### src/hdl/sfr_pkg.sv
// Constants, table contents and state codes of the parameter and unique-id store.
// Assumes a 200 MHz core clock and the host serial pins sampled in that domain.
package sfr_pkg;

	// ****************************************
	// Instruction and address layout
	// ****************************************
	localparam logic [7:0] SFR_OP_READ_PARAM = 8'h5A;
	localparam logic [1:0] SFR_ADDR_LAST_BYTE = 2'h2;
	localparam logic [2:0] SFR_BIT_LAST = 3'h7;
	localparam logic [7:0] SFR_HDR_LAST = 8'h0F;
	localparam logic [7:0] SFR_PT_BASE = 8'h30;
	localparam logic [7:0] SFR_PT_LAST = 8'h53;
	localparam logic [7:0] SFR_OFS_QUAD_ALL_OP = 8'h4B;
	localparam logic [7:0] SFR_UID_BASE = 8'h80;
	localparam logic [7:0] SFR_UID_LAST = 8'h8B;
	localparam logic [7:0] SFR_BLANK = 8'hFF;
	localparam logic [7:0] SFR_QUAD_ALL_OP_DFLT = 8'hFF;
	localparam int SFR_UID_BYTES = 12;

	// ****************************************
	// Header bytes 00h..0Fh
	// ****************************************
	localparam logic [7:0] SFR_HDR_ROM [16] = '{
		8'h53, 8'h46, 8'h44, 8'h50, 8'h00, 8'h01, 8'h00, 8'hFF,
		8'h00, 8'h00, 8'h01, 8'h09, 8'h30, 8'h00, 8'h00, 8'hFF
	};

	// ****************************************
	// Parameter table bytes 30h..53h
	// ****************************************
	localparam logic [7:0] SFR_PT_ROM [36] = '{
		8'hE5, 8'h20, 8'hB3, 8'hFF, 8'hFF, 8'hFF, 8'hFF, 8'h0F,
		8'h44, 8'hEB, 8'h00, 8'hFF, 8'h08, 8'h3B, 8'h04, 8'hBB,
		8'hFE, 8'hFF, 8'hFF, 8'hFF, 8'hFF, 8'hFF, 8'h00, 8'hFF,
		8'hFF, 8'hFF, 8'h44, 8'hFF, 8'h0C, 8'h20, 8'h00, 8'hFF,
		8'h10, 8'hD8, 8'h00, 8'hFF
	};

	// ****************************************
	// Timing
	// ****************************************
	localparam int SFR_CLK_MHZ = 200;
	localparam int SFR_PUW_MS = 10;
	localparam int SFR_PUW_CYCLES = SFR_PUW_MS * 1000 * SFR_CLK_MHZ;
	localparam int SFR_PUW_CNT_W = 22;

	// ****************************************
	// Buffer shape
	// ****************************************
	localparam int SFR_FIFO_WIDTH = 8;
	localparam int SFR_FIFO_DEPTH = 32;

	typedef enum logic [2:0] {
		SFR_ST_CMD = 3'b000,
		SFR_ST_ADDR = 3'b001,
		SFR_ST_DUMMY = 3'b010,
		SFR_ST_DATA = 3'b011,
		SFR_ST_IGNORE = 3'b100
	} sfr_state_t;

endpackage

### src/hdl/sfr_param_rom.sv
// Parameter-table and unique-id read engine of a serial flash, with its output buffer.
// Assumes serial pins already synchronous to core_clk and sclk far slower than core_clk.
//
// Operation
// - Byte 31h returns 4 KB erase opcode 20h
// - Byte 32h: address mode 01b, DTR 0
// - Byte 32h fast-read flags 1,1,1,0; top bit 1
// - 38h encodes 4 waits, 8 mode bits; 39h EBh
// - 3Ah zero waits and modes; 3Bh reads FFh
// - 3Ch encodes 8 waits; 3Dh holds 3Bh
// - 3Eh encodes 4 waits; 3Fh holds BBh
// - 40h reads FEh; 41h..43h all ones
// - 44h,45h ones; 46h zero; 47h FFh
// - 48h,49h ones; 4Ah 4 waits, 8 modes
// - Sector type one: 0Ch, opcode 20h
// - Sector type three: 10h, opcode D8h
// - Sector types two, four: 00h and FFh
// - Unique id read: 5Ah, address 80h, dummy
// - 96-bit id at 80h..8Bh, MSB first
// - Writes ignored during power-up delay
// - Opcode, address, dummy rise; data on fall
// - Address increments per byte, wraps to zero
// - Read rejected while write cycle busy
`timescale 1ns/1ps
`default_nettype none

// ****************************************
// Byte buffer
// ****************************************
module sfr_fifo #(
	parameter int WIDTH = sfr_pkg::SFR_FIFO_WIDTH,
	parameter int DEPTH = sfr_pkg::SFR_FIFO_DEPTH
) (
	input wire logic core_clk, // Core clock
	input wire logic rst, // Synchronous reset
	input wire logic flush, // Empties the buffer
	input wire logic in_valid, // Write request
	output logic in_ready, // Room for one more word
	input wire logic [WIDTH-1:0] in_data, // Write word
	output logic out_valid, // Word available
	input wire logic out_ready, // Drain request
	output logic [WIDTH-1:0] out_data // Oldest word
);
	localparam int PW = $clog2(DEPTH);

	typedef struct packed {
		logic [DEPTH-1:0][WIDTH-1:0] mem;
		logic [PW-1:0] wr;
		logic [PW-1:0] rd;
		logic [PW:0] count;
	} sfr_fifo_state_t;

	sfr_fifo_state_t st_reg;
	sfr_fifo_state_t st_next;
	logic do_push;
	logic do_pop;

	assign in_ready = st_reg.count != (PW+1)'(DEPTH);
	assign out_valid = st_reg.count != '0;
	assign out_data = st_reg.mem[st_reg.rd];
	assign do_push = in_valid && in_ready;
	assign do_pop = out_valid && out_ready;

	always_comb begin
		st_next = st_reg;
		if (flush) begin
			st_next.wr = '0;
			st_next.rd = '0;
			st_next.count = '0;
		end else begin
			if (do_push) begin
				st_next.mem[st_reg.wr] = in_data;
				st_next.wr = (st_reg.wr == PW'(DEPTH - 1)) ? '0 : PW'(st_reg.wr + 1'b1);
			end
			if (do_pop) begin
				st_next.rd = (st_reg.rd == PW'(DEPTH - 1)) ? '0 : PW'(st_reg.rd + 1'b1);
			end
			if (do_push && !do_pop) begin
				st_next.count = (PW+1)'(st_reg.count + 1'b1);
			end else if (do_pop && !do_push) begin
				st_next.count = (PW+1)'(st_reg.count - 1'b1);
			end
		end
	end

	always_ff @(posedge core_clk) begin
		if (rst) begin
			st_reg <= '0;
		end else begin
			st_reg <= st_next;
		end
	end
endmodule // sfr_fifo

// ****************************************
// Read engine
// ****************************************
module sfr_param_rom #(
	parameter int unsigned PUW_CYCLES = sfr_pkg::SFR_PUW_CYCLES,
	parameter logic [7:0] QUAD_ALL_OPCODE = sfr_pkg::SFR_QUAD_ALL_OP_DFLT
) (
	input wire logic core_clk, // Core clock
	input wire logic rst, // Synchronous reset, power-up
	input wire logic spi_sclk, // Host serial clock
	input wire logic spi_cs_n, // Chip select, active low
	input wire logic spi_di, // Serial data from host
	output logic spi_do, // Serial data to host
	output logic spi_do_oe_n, // Output enable, low drives
	input wire logic [95:0] unique_id, // Per-die nonvolatile id
	input wire logic write_busy, // Erase, program or write in progress
	input wire logic write_cmd, // Write instruction decoded, pulse
	output logic write_cmd_accept, // Write instruction let through
	output logic write_inhibit, // Power-up write lockout active
	output logic read_rejected, // Read refused while busy, pulse
	output logic quad_peripheral_mode // Held low; quad mode not in block
);
	import sfr_pkg::*;

	typedef struct packed {
		sfr_state_t state;
		logic sclk_q;
		logic [2:0] bit_cnt;
		logic [7:0] rx_sh;
		logic [1:0] addr_cnt;
		logic [7:0] ptr;
		logic [7:0] tx_sh;
		logic [3:0] tx_left;
		logic do_bit;
		logic oe_n;
		logic [SFR_PUW_CNT_W-1:0] puw_cnt;
		logic inhibit;
		logic wr_accept;
		logic rejected;
	} sfr_state_all_t;

	sfr_state_all_t st_reg;
	sfr_state_all_t st_next;
	logic [7:0] uid_byte [SFR_UID_BYTES];
	logic [7:0] rom_data;
	logic rise;
	logic fall;
	logic [7:0] rx_byte;
	logic prod_valid;
	logic prod_ready;
	logic cons_valid;
	logic cons_ready;
	logic [7:0] cons_data;

	// ****************************************
	// Id split, first byte is the top one
	// ****************************************
	genvar gi;
	generate
		for (gi = 0; gi < SFR_UID_BYTES; gi++) begin : g_uid
			assign uid_byte[gi] = unique_id[95 - 8*gi -: 8];
		end
	endgenerate

	// ****************************************
	// Table lookup by byte pointer
	// ****************************************
	always_comb begin
		rom_data = SFR_BLANK;
		if (st_reg.ptr <= SFR_HDR_LAST) begin
			rom_data = SFR_HDR_ROM[st_reg.ptr[3:0]];
		end else if (st_reg.ptr == SFR_OFS_QUAD_ALL_OP) begin
			rom_data = QUAD_ALL_OPCODE;
		end else if (st_reg.ptr >= SFR_PT_BASE && st_reg.ptr <= SFR_PT_LAST) begin
			rom_data = SFR_PT_ROM[6'(st_reg.ptr - SFR_PT_BASE)];
		end else if (st_reg.ptr >= SFR_UID_BASE && st_reg.ptr <= SFR_UID_LAST) begin
			rom_data = uid_byte[4'(st_reg.ptr - SFR_UID_BASE)];
		end
	end

	// ****************************************
	// Prefetch into buffer, drain on falling edges
	// ****************************************
	assign rise = spi_sclk && !st_reg.sclk_q;
	assign fall = !spi_sclk && st_reg.sclk_q;
	assign rx_byte = {st_reg.rx_sh[6:0], spi_di};
	assign prod_valid = !spi_cs_n && (st_reg.state == SFR_ST_DUMMY || st_reg.state == SFR_ST_DATA);
	assign cons_ready = !spi_cs_n && fall && st_reg.state == SFR_ST_DATA && st_reg.tx_left == 4'h0;

	sfr_fifo #(
		.WIDTH(SFR_FIFO_WIDTH),
		.DEPTH(SFR_FIFO_DEPTH)
	) u_fifo (
		.core_clk(core_clk),
		.rst(rst),
		.flush(spi_cs_n),
		.in_valid(prod_valid),
		.in_ready(prod_ready),
		.in_data(rom_data),
		.out_valid(cons_valid),
		.out_ready(cons_ready),
		.out_data(cons_data)
	);

	// ****************************************
	// Next state
	// ****************************************
	always_comb begin
		st_next = st_reg;
		st_next.sclk_q = spi_sclk;
		st_next.rejected = 1'b0;
		if (prod_valid && prod_ready) begin
			st_next.ptr = 8'(st_reg.ptr + 1'b1);
		end
		if (spi_cs_n) begin
			st_next.state = SFR_ST_CMD;
			st_next.bit_cnt = '0;
			st_next.addr_cnt = '0;
			st_next.tx_left = '0;
			st_next.oe_n = 1'b1;
		end else if (rise && st_reg.state != SFR_ST_DATA && st_reg.state != SFR_ST_IGNORE) begin
			st_next.rx_sh = rx_byte;
			st_next.bit_cnt = 3'(st_reg.bit_cnt + 1'b1);
			if (st_reg.bit_cnt == SFR_BIT_LAST) begin
				unique case (st_reg.state)
					SFR_ST_CMD: begin
						if (rx_byte == SFR_OP_READ_PARAM && !write_busy) begin
							st_next.state = SFR_ST_ADDR;
						end else begin
							st_next.state = SFR_ST_IGNORE;
							st_next.rejected = rx_byte == SFR_OP_READ_PARAM;
						end
					end
					SFR_ST_ADDR: begin
						st_next.addr_cnt = 2'(st_reg.addr_cnt + 1'b1);
						if (st_reg.addr_cnt == SFR_ADDR_LAST_BYTE) begin
							st_next.ptr = rx_byte;
							st_next.state = SFR_ST_DUMMY;
						end
					end
					SFR_ST_DUMMY: begin
						st_next.state = SFR_ST_DATA;
						st_next.tx_left = '0;
					end
					default: begin
						st_next.state = SFR_ST_IGNORE;
					end
				endcase
			end
		end else if (fall && st_reg.state == SFR_ST_DATA) begin
			st_next.oe_n = 1'b0;
			if (st_reg.tx_left == 4'h0) begin
				st_next.tx_sh = cons_valid ? cons_data : SFR_BLANK;
				st_next.do_bit = cons_valid ? cons_data[7] : 1'b1;
				st_next.tx_left = 4'h7;
			end else begin
				st_next.do_bit = st_reg.tx_sh[6];
				st_next.tx_sh = {st_reg.tx_sh[6:0], 1'b1};
				st_next.tx_left = 4'(st_reg.tx_left - 1'b1);
			end
		end
		// Power-up lockout
		if (st_reg.inhibit) begin
			if (st_reg.puw_cnt == SFR_PUW_CNT_W'(PUW_CYCLES - 1)) begin
				st_next.inhibit = 1'b0;
			end else begin
				st_next.puw_cnt = SFR_PUW_CNT_W'(st_reg.puw_cnt + 1'b1);
			end
		end
		st_next.wr_accept = write_cmd && !st_reg.inhibit;
	end

	always_ff @(posedge core_clk) begin
		if (rst) begin
			st_reg <= '0;
			st_reg.state <= SFR_ST_CMD;
			st_reg.sclk_q <= 1'b0;
			st_reg.do_bit <= 1'b1;
			st_reg.oe_n <= 1'b1;
			st_reg.inhibit <= 1'b1;
		end else begin
			st_reg <= st_next;
		end
	end

	assign spi_do = st_reg.do_bit;
	assign spi_do_oe_n = st_reg.oe_n;
	assign write_cmd_accept = st_reg.wr_accept;
	assign write_inhibit = st_reg.inhibit;
	assign read_rejected = st_reg.rejected;
	assign quad_peripheral_mode = 1'b0;
endmodule // sfr_param_rom

`default_nettype wire

### config.mk
export PLATFORM = sky130hd
export DESIGN_NAME = sfr_param_rom
export DESIGN_NICKNAME = d
export VERILOG_FILES = /design/src/hdl/sfr_pkg.sv /design/src/hdl/sfr_param_rom.sv
export SDC_FILE = /design/constraint.sdc
export NUM_CORES = 1
export LEC_CHECK = 0
export ABC_AREA = 1
export BUFFER_PORTS_ARGS = -buffer_cell sky130_fd_sc_hd__buf_2
export CAP_MARGIN = 5
export CORE_AREA = 2 2 289 234
export CTS_CLUSTER_DIAMETER = 120
export DETAILED_ROUTE_END_ITERATION = 16
export DIE_AREA = 0 0 291 236
export MAX_ROUTING_LAYER = met4
export PLACE_DENSITY_LB_ADDON = 0.1
export SLEW_MARGIN = 20
export SYNTH_ARGS = -nofsm -noshare
export SYNTH_HDL_FRONTEND = slang
export SYNTH_HIERARCHICAL = 1
export SYNTH_SLANG_ARGS = --single-unit
### constraint.sdc
create_clock -name core_clk -period 3.35 [get_ports core_clk]
set_input_delay 0 -clock core_clk [delete_from_list [all_inputs] [get_ports core_clk]]
set_output_delay 0 -clock core_clk [all_outputs]
set_load 0.01 [all_outputs]
==> Word level (Yosys, flattened, before mapping) <==
Memory sizes are Yosys's and may differ from the RTL's.
Index checks and enable logic that the tools add are counted.
{ "totals": {"reg_bits": 335, "romBits": 640, "in_bits": 103, "wordCells": 177, "n_memories": 2} }
{ "classes": {"n_addsub": 11, "magnitude_cmp": 11, "eq_ne": 16, "muxes": 39, "bitwise": 8, "n_reduce_logical": 41} }
{ "mem_list": {"columns": ["name", "words", "word_bits", "read_ports", "rd_ports_with_merged_regs", "wr", "line", "text"], "rows": [
  ["(name not given)", 64, 8, 1, 0, 0, "sfr_param_rom.sv:169", "rom_data = SFR_PT_ROM[6'(st_reg.ptr - SFR_PT_BASE)];"],
  ["(name not given)", 16, 8, 1, 0, 0, "sfr_param_rom.sv:165", "rom_data = SFR_HDR_ROM[st_reg.ptr[3:0]];"]
]} }
{ "op_table": {"columns": ["op", "count"], "rows": [
  ["256-bit bitwise mux", 1],
  ["8-bit 2-to-1 mux", 19],
  ["8-bit binary-select mux with 5-bit select", 1],
  ["8-bit demux with 5-bit select", 1],
  ["8-bit binary-select mux with 4-bit select", 1],
  ["22-bit by 1-bit adder with 22-bit output (second input constant)", 1],
  ["22-bit by 21-bit == test with 1-bit output (second input constant)", 1],
  ["1-bit logical AND", 18],
  ["8-bit by 7-bit == test with 1-bit output (second input constant)", 2],
  ["16-bit 2-to-1 mux", 1],
  ["14-bit 2-to-1 mux", 1],
  ["13-bit 2-to-1 mux", 1],
  ["5-bit by 6-bit less-than comparator with 1-bit output (second input constant)", 2],
  ["4-bit 2-to-1 mux", 3],
  ["6-bit 2-to-1 mux", 2],
  ["3-bit AND reduction", 4],
  ["5-bit by 1-bit adder with 5-bit output (second input constant)", 2],
  ["5-bit == test (second input constant)", 2],
  ["5-bit greater-or-equal comparator (second input constant)", 2],
  ["5-bit 2-to-1 mux", 2],
  ["4-bit NOT with 5-bit output", 2],
  ["3-bit one-hot mux with 3 select lines", 1],
  ["8-bit by 1-bit adder with 8-bit output (second input constant)", 1],
  ["8-bit by 6-bit greater-or-equal comparator with 1-bit output (second input constant)", 1],
  ["other kinds (34)", 54]
]} }

==> Logic depth before layout (Yosys ltp) <==
Gate-level depths: netlist (run 1).
{ "depth": {"word_depth": 10, "mapped_depth": 19, "ltp_nobuf": 19} }

==> Modules after synthesis <==
Netlist (run 1), hierarchy kept.
{ "modules_own_cells": {"columns": ["module", "instances", "cells_per_inst", "area_per_inst_um2", "seq_area_each_um2"], "rows": [
  ["sfr_fifo", 1, 2402, 14128.6, 5445.2],
  ["sfr_param_rom", 1, 963, 5426.5, 1241.2]
]} }

==> Worst setup path after synthesis (run 1) <==
Ideal clock, no wire load.
{ "synth_timing": {"path_kind": "register to register", "start": "register st_reg[63] (netlist name)", "end": "register u_fifo/st_reg[3] (netlist bit)", "arrival_time_ps": 2369, "required_time_ps": 3235, "slack_ps": 865, "stages_incl_launch_ff": 16, "path_buffers": 2, "cell_sequence": "dfxtp_1 > inv_1 > nand2_1 > nor2_1 > buf_2 > buf_2 > nand2_1 > inv_1 > ha_1 > inv_1 > ha_1 > nand2_1 > nand3_1 > xor2_1 > o21ai_0 > inv_1"} }
{ "synth_rtl": {"columns": ["element", "line", "text"], "rows": [
  ["end signal: assignment", "sfr_param_rom.sv:90", "st_reg <= st_next;"],
  ["end: declaration", "sfr_param_rom.sv:53", "sfr_fifo_state_t st_reg;"]
]} }

==> impl_metrics.yaml, run 1 <==
sta:
  timing.final.crit_share_pct: 89.8
  tightestPinTransition_ns: 1.00
  timing.final.setup_violations: 0
  finalHoldViolCount: 0
  rsz0062_at_grt: "false"
  min_period_ns: 3.01
  fin_worst_hold_slack_ns: 0.105
  clock.fmax_mhz: 333
  slew_violations: 0
  timing.setup.tns_ns: 0
  fin_worst_skew_ns: 0.0350
  slew-limit-headroom_pct: 33.3
clocking:
  deepest_level_of_the_cts_h_tree: 2
  clkSlewWorstSetupHoldPaths_ns: 0.06
  cts_root_buf: "clkbuf_16"
  clock_sinks: 334
  post_cts_resized: 0
  tritoncts: "yes"
  clock_tree.buffer_depth: 3
  cts_buffers: 39
  clock_latency_ns: 0.57
global_route:
  globalRoute.busiestLayer: "met2"
  grt.met2_usage_pct: 27.9
  grt.overflow.total: 0
  vias_in_the_first_global_route: 18400
  grt_use_met3_pct: 2.53
  grt.total_usage_pct: 18.6
  global_route.usage.met1_pct: 26.7
  largest_net_degree_at_the_start_of_global_routing: 139
  antenna_violations_before_repair: 2
  first_pass_grt_wire_length_um: 101000
final_layout:
  syn_to_final_growth_pct: 13.3
  share_of_final_layout_standard_cells_stronger_than_drive_strength_1_pct: 7.98
  final_nets: 3514
  finalCoreUtilization_pct: 33.5
  fill_cells: 7299
  max_reg_flops: 272
yosys:
  ys_seq_elements: 334
  number_of_enable_flip_flop_cells_after_synthesis: 0
  synth-compound-area-share_pct: 4.73
  synth.most_common_cell: "nand2_1"
  post_synth.cell_area_avg_um2: 5.81
  netlist_instances: 3365
  dominant_combinational_cell_family_by_area_after_synthesis: "simple AND/OR/NAND/NOR gates"
  synth_top_flop_cell: "dfxtp_1"
  synthAdderAreaFrac_pct: 2.09
  synthDistinctLibCells: 41
  leading_cell_types_by_count_after_synthesis: "nand2_1 (1172), nor2_1 (632), inv_1 (426)"
  synth_sequential_area_ratio_pct: 34.2
  mappedNetlistArea_um2: 19600
  post_synth_xor_area_fraction_pct: 1.07
  post_synth_main_area_contributors: "dfxtp_1 (34%), nand2_1 (22%), nor2_1 (12%)"
  synth_largest_area_cell: "dfxtp_1"
  syn_nets: 3500
  synth_top_area_share_pct: 34.2
  proportion_of_synthesized_flip_flops_having_asynchronous_set_or_reset_pct: 0
  ys_warn_count: 6
  synth_simple_gate_area_share_pct: 45.2
  yosys-mux-area-fraction_pct: 0
routing:
  routedWlPerCell_um: 14.7
  post_drt_via_cell_ratio: 4.59
  drtPass1Iterations: 5
  drt-initial-drc-count: 1459
  wl_um: 62900
  ant_nets: 0
  drcViolationCount: 0
  vias: 19700
worst_setup_path:
  worstSetupStartpointType: "flip-flop"
  cp-end-kind: "flip-flop"
  timing.critical_path.arrival_ns: 3.45
  timing_worst_setup_path_type: "reg2reg"
  worst-endpoint-required_ns: 3.79
  timing.critical_path.fanout_max: 7
place:
  place_congestion: 0.861
  count_of_port_buffers_added_during_placement: 107
  detailedPlacementHpwl_um: 40200
pwr:
  total_leakage_power_nw: 11.5
  powerDensity_nw_per_um2: 380
  power.ir.vdd_worst_mv: 0.259
floorplanning:
  die_height_um: 236
  floorplan.io_pins: 109
  die_footprint_um2: 68700
  coreArea_um2: 66300
  std_cell_rows: 85
  die_width_um: 291
  initial_core_util_pct: 29.5
min_path:
  timing.hold.worst.class: "in2reg"
job:
  cap_viol_max_count: 0
outcome:
  outcome: "finished clean"
-- path summary, 6_finish.rpt --
path / startpoint / to / slack (ns) / cells past startpoint
setup / recovery: st_reg[61] / u_fifo/st_reg[4] / 0.34 / 18
hold / removal: spi_cs_n / st_reg[31] / 0.11 / 4
setup reg to reg: st_reg[61] / u_fifo/st_reg[4] / 0.34 / 18
hold reg to reg: st_reg[31] / st_reg[31] / 0.47 / 2
-- per-layer routing --
layer,share of wire (%),vias to the layer above
met5,0,-
met4,1.3,0
met3,4.5,63
met2,42,342
met1,52,9080
li1,-,10200
-- stage by stage --
| step | setup WS (ns) | cells | power, mW | area [um^2] |
|---|---|---|---|---|
| 3_3_place_gp | 0.374 | 4198 | 4.32 | 20800 |
| 4_1_cts | 0.211 | 4275 | 8.61 | 22100 |
| 3_5_place_dp | 0.219 | 4198 | 4.32 | 20800 |
| 6_report | 0.342 | 4280 | 8.43 | 22200 |
| 5_1_grt | 0.0248 | 4279 | 8.79 | 22200 |
| 2_1_floorplan | 0.865 | 3365 | 4.21 | 19600 |
-- area by class of cell --
| type | count | area (um^2) | area share (%) |
|---|---|---|---|
| inverters | 440 | 1660 | 7.49 |
| flip-flops and latches | 334 | 6690 | 30.2 |
| clock buffers | 60 | 1160 | 5.26 |
| multi-input cells | 2408 | 10500 | 47.2 |
| well taps | 870 | 1090 | 4.91 |
| clock inverters | 9 | 71.3 | 0.322 |
| repair buffers | 156 | 1010 | 4.56 |
| diodes | 3 | 7.51 | 0.0339 |
-- critical path, cell delays in order (launching register included) --
cell	delay (ns)
dfxtp_1	0.43
nand3_2	0.16
nor3_4	0.22
inv_2	0.13
nor2_4	0.17
inv_1	0.09
nor3_1	0.18
nand2_1	0.21
ha_1	0.29
inv_1	0.16
ha_1	0.28
nand2_1	0.08
nand2_1	0.05
a21oi_1	0.17
nor2_1	0.06
nor2_1	0.09
nand2_1	0.06
nand2_1	0.05
inv_1	0.03
-- power breakdown --
| group | total [mW] | internal, mW | switching, mW |
|---|---|---|---|
| Sequential | 3.99 | 3.98 | 0.00858 |
| Clock | 4.20 | 2.40 | 1.80 |
| Combinational | 0.245 | 0.0889 | 0.156 |
-- cell families (layout without fill, tap and decap cells) --
logic type / count (synthesis) / in the layout
other: 1 / 4
buffers and inverters: 623 / 665
xor gates and xnor gates: 24 / 24
and+or+nand+nor: 2176 / 2176
DFF: 334 / 334
adders and majority gates: 32 / 32
AOI/OAI and AO/OA: 175 / 175
-- repair_timing --
item | CTS | global route
setup buffers | 0 | 2
hold buffers | 8 | 0
endpoints found under the hold margin | 39 | 0
setup endpoints to repair | 0 | 3
-- cells in the final DEF, fill, tap and decap left out, drive strengths merged --
cell type	Yosys	routed
o22ai	7	7
a21oi	112	112
nand4	44	44
or2	16	16
o21bai	1	1
dfxtp	334	334
clkbuf	83	60
buf	100	148
nand3	278	278
clkinv	5	12
dlygate4sd3	0	8
ha	31	31
diode	0	3
xor2	20	20
a31oi	1	1
a211oi	1	1
fa	1	1
o21ai	43	43
inv	435	437
nand2	1175	1175
conb	1	1
nor3	14	14
o211ai	9	9
nand3b	3	3
o221ai	1	1
xnor2	4	4
nor2	645	645
nor3b	1	1
No activity file was read; power rests on OpenSTA's default activity.
==> run 2: changes to the inputs <==
REMOVE_ABC_BUFFERS = 1   (was unset)
==> run 2 against run 1 <==
  * Combinational power hardly changed
  * Largest power group unchanged
  * Sequential share of layout area is 0.068 points lower
  * Critical path type unchanged
  * Utilization is 0.076 points higher
  * Sequential cell count stayed put
  * Final cell count is 0.14% lower
  * Routed wire length is 1.1% lower
  * Clock power is 4.8% higher
  * Critical path depth stayed put
  * Total power is 2.3% higher
  * Setup slack better by 0.17 ns
==> impl_metrics.yaml, run 2 (synthesis gave the netlist of run 1 again) <==
outcome:
  outcome: "finished clean"
clocking:
  cts_buffers: 40
  clock_tree.buffer_depth: 3
  deepest_level_of_the_cts_h_tree: 2
  clkSlewWorstSetupHoldPaths_ns: 0.06
  tritoncts: "yes"
  post-cts-setup-buffers: 0
  cts_root_buf: "clkbuf_16"
  clock_latency_ns: 0.57
  post_cts_resized: 0
  clock_sinks: 334
final_layout:
  n_antenna_cell: 0
  most_frequent_cells_in_the_layout: "nand2_1 (1172), nor2_1 (631), inv_1 (424)"
  final_nets: 3514
  syn_to_final_growth_pct: 13.6
  share_of_final_layout_standard_cells_stronger_than_drive_strength_1_pct: 7.93
  final_cell_area_um2: 22200
  final_common_cell: "nand2_1"
  max_reg_flops: 272
place:
  count_of_port_buffers_added_during_placement: 107
  detailedPlacementHpwl_um: 39600
  detailedPlace.worstSlack_ns: 0.477
  place_congestion: 0.841
  placed_cell_area_um2: 20800
worst_setup_path:
  worst-endpoint-required_ns: 3.81
  worstSetupStartpointType: "flip-flop"
  timing.critical_path.fanout_max: 7
  regToRegEndpoint: "u_fifo/st_reg[4]"
  r2r_slack_ns: 0.51
  timing_worst_setup_path_type: "reg2reg"
  cp-end-kind: "flip-flop"
  timing.critical_path.arrival_ns: 3.30
  crit-reg2reg-launch: "st_reg[62]"
  cell_count_of_the_worst_reg_to_reg_path: 18
floorplanning:
  die_footprint_um2: 68700
  initial_core_util_pct: 29.5
  die_width_um: 291
  std_cell_rows: 85
  coreArea_um2: 66300
  die_height_um: 236
  floorplan.io_pins: 109
sta:
  clock.fmax_mhz: 352
  rsz0062_at_grt: "false"
  tightestPinTransition_ns: 0.902
  finalHoldViolCount: 0
  timing.final.ws_setup_ns: 0.511
  fin_worst_skew_ns: 0.0276
  slew-limit-headroom_pct: 39.7
  timing.setup.tns_ns: 0
  timing.final.crit_share_pct: 84.7
  timing.final.setup_violations: 0
  slew_violations: 0
  fin_worst_hold_slack_ns: 0.0924
  min_period_ns: 2.84
min_path:
  timing.hold.worst.class: "in2reg"
  worst_min_delay_path_startpoint: "spi_cs_n"
  min_delay_worst_endpoint: "st_reg[31]"
  min_delay_path_depth: 5
global_route:
  first_pass_grt_wire_length_um: 100000
  largest_net_degree_at_the_start_of_global_routing: 139
  grt.total_usage_pct: 18.6
  antenna_violations_before_repair: 0
  vias_in_the_first_global_route: 18000
  grt.overflow.total: 0
routing:
  post_drt_via_cell_ratio: 4.55
  drtPass1Iterations: 5
  wl_um: 62200
  drt-initial-drc-count: 1524
  routedWlPerCell_um: 14.6
  vias: 19500
  ant_nets: 0
  drcViolationCount: 0
job:
  cap_viol_max_count: 0
pwr:
  powerDensity_nw_per_um2: 388
  total_leakage_power_nw: 11.6
  power.ir.vdd_worst_mv: 0.280
==> run 2: layout make-up <==
type / instances / area (um^2)
clock buffers: 60 / 1190
clock inverters: 7 / 104
inverters: 440 / 1660
flip-flops and latches: 334 / 6690
fillers: 7343 / 44000
well taps: 870 / 1090
multi-input cells: 2408 / 10500
repair buffers: 155 / 1020
==> run 2: worst max-delay path, cell delays in order, from the launching register on <==
cell	delay, ns
dfxtp_1	0.41
nand3_2	0.16
nor3_4	0.20
inv_2	0.12
nor2_4	0.10
inv_1	0.07
nor3_1	0.15
nand2_1	0.20
ha_1	0.29
inv_1	0.18
ha_1	0.29
nand2_1	0.08
nand2_1	0.05
a21oi_1	0.16
nor2_1	0.06
nor2_1	0.08
nand2_1	0.06
nand2_1	0.05
inv_1	0.04
==> run 2: routing by layer <==
layer | up-vias | part of all wire [%] | routed length [um] | GRT usage (%)
li1 | 10200 | - | - | -
met1 | 8894 | 51 | 31700 | 26.1
met2 | 334 | 43 | 26800 | 28.5
met3 | 67 | 4.4 | 2740 | 2.25
met4 | 0 | 1.5 | 949 | 3.80
met5 | - | 0 | 0 | -
==> run 2: repair_timing <==
action                     CTS  global route
hold buffers                 8             0
hold endpoints to repair    33             0
setup endpoints to repair    0             0
==> run 2: worst max path at each step <==
stage                                 from               end  slack [ns]  depth (start not counted)
final                           st_reg[62]  u_fifo/st_reg[4]        0.51                         18
after global routing            st_reg[62]  u_fifo/st_reg[4]        0.08                         18
after CTS                       st_reg[62]  u_fifo/st_reg[4]        0.44                         18
after detailed placement        st_reg[63]  u_fifo/st_reg[4]        0.48                         19
after global placement          st_reg[61]  u_fifo/st_reg[4]        0.44                         18
after floorplan           u_fifo/st_reg[6]            spi_do       -3.17                         11
==> run 2: stage by stage <==
step | util, % | total power, mW | cells
4_1_cts | 33.5 | 8.80 | 4274
5_1_grt | 33.5 | 8.98 | 4274
6_report | 33.5 | 8.63 | 4274
3_5_place_dp | 31.5 | 4.32 | 4199
3_3_place_gp | 31.5 | 4.32 | 4199
2_1_floorplan | - | 4.19 | 3182
==> run 2: where the power goes <==
| group | total [mW] | switching [mW] | internal [mW] |
|---|---|---|---|
| sequential | 3.99 | 0.00803 | 3.98 |
| combinational | 0.245 | 0.154 | 0.0911 |
| clock | 4.40 | 1.81 | 2.59 |
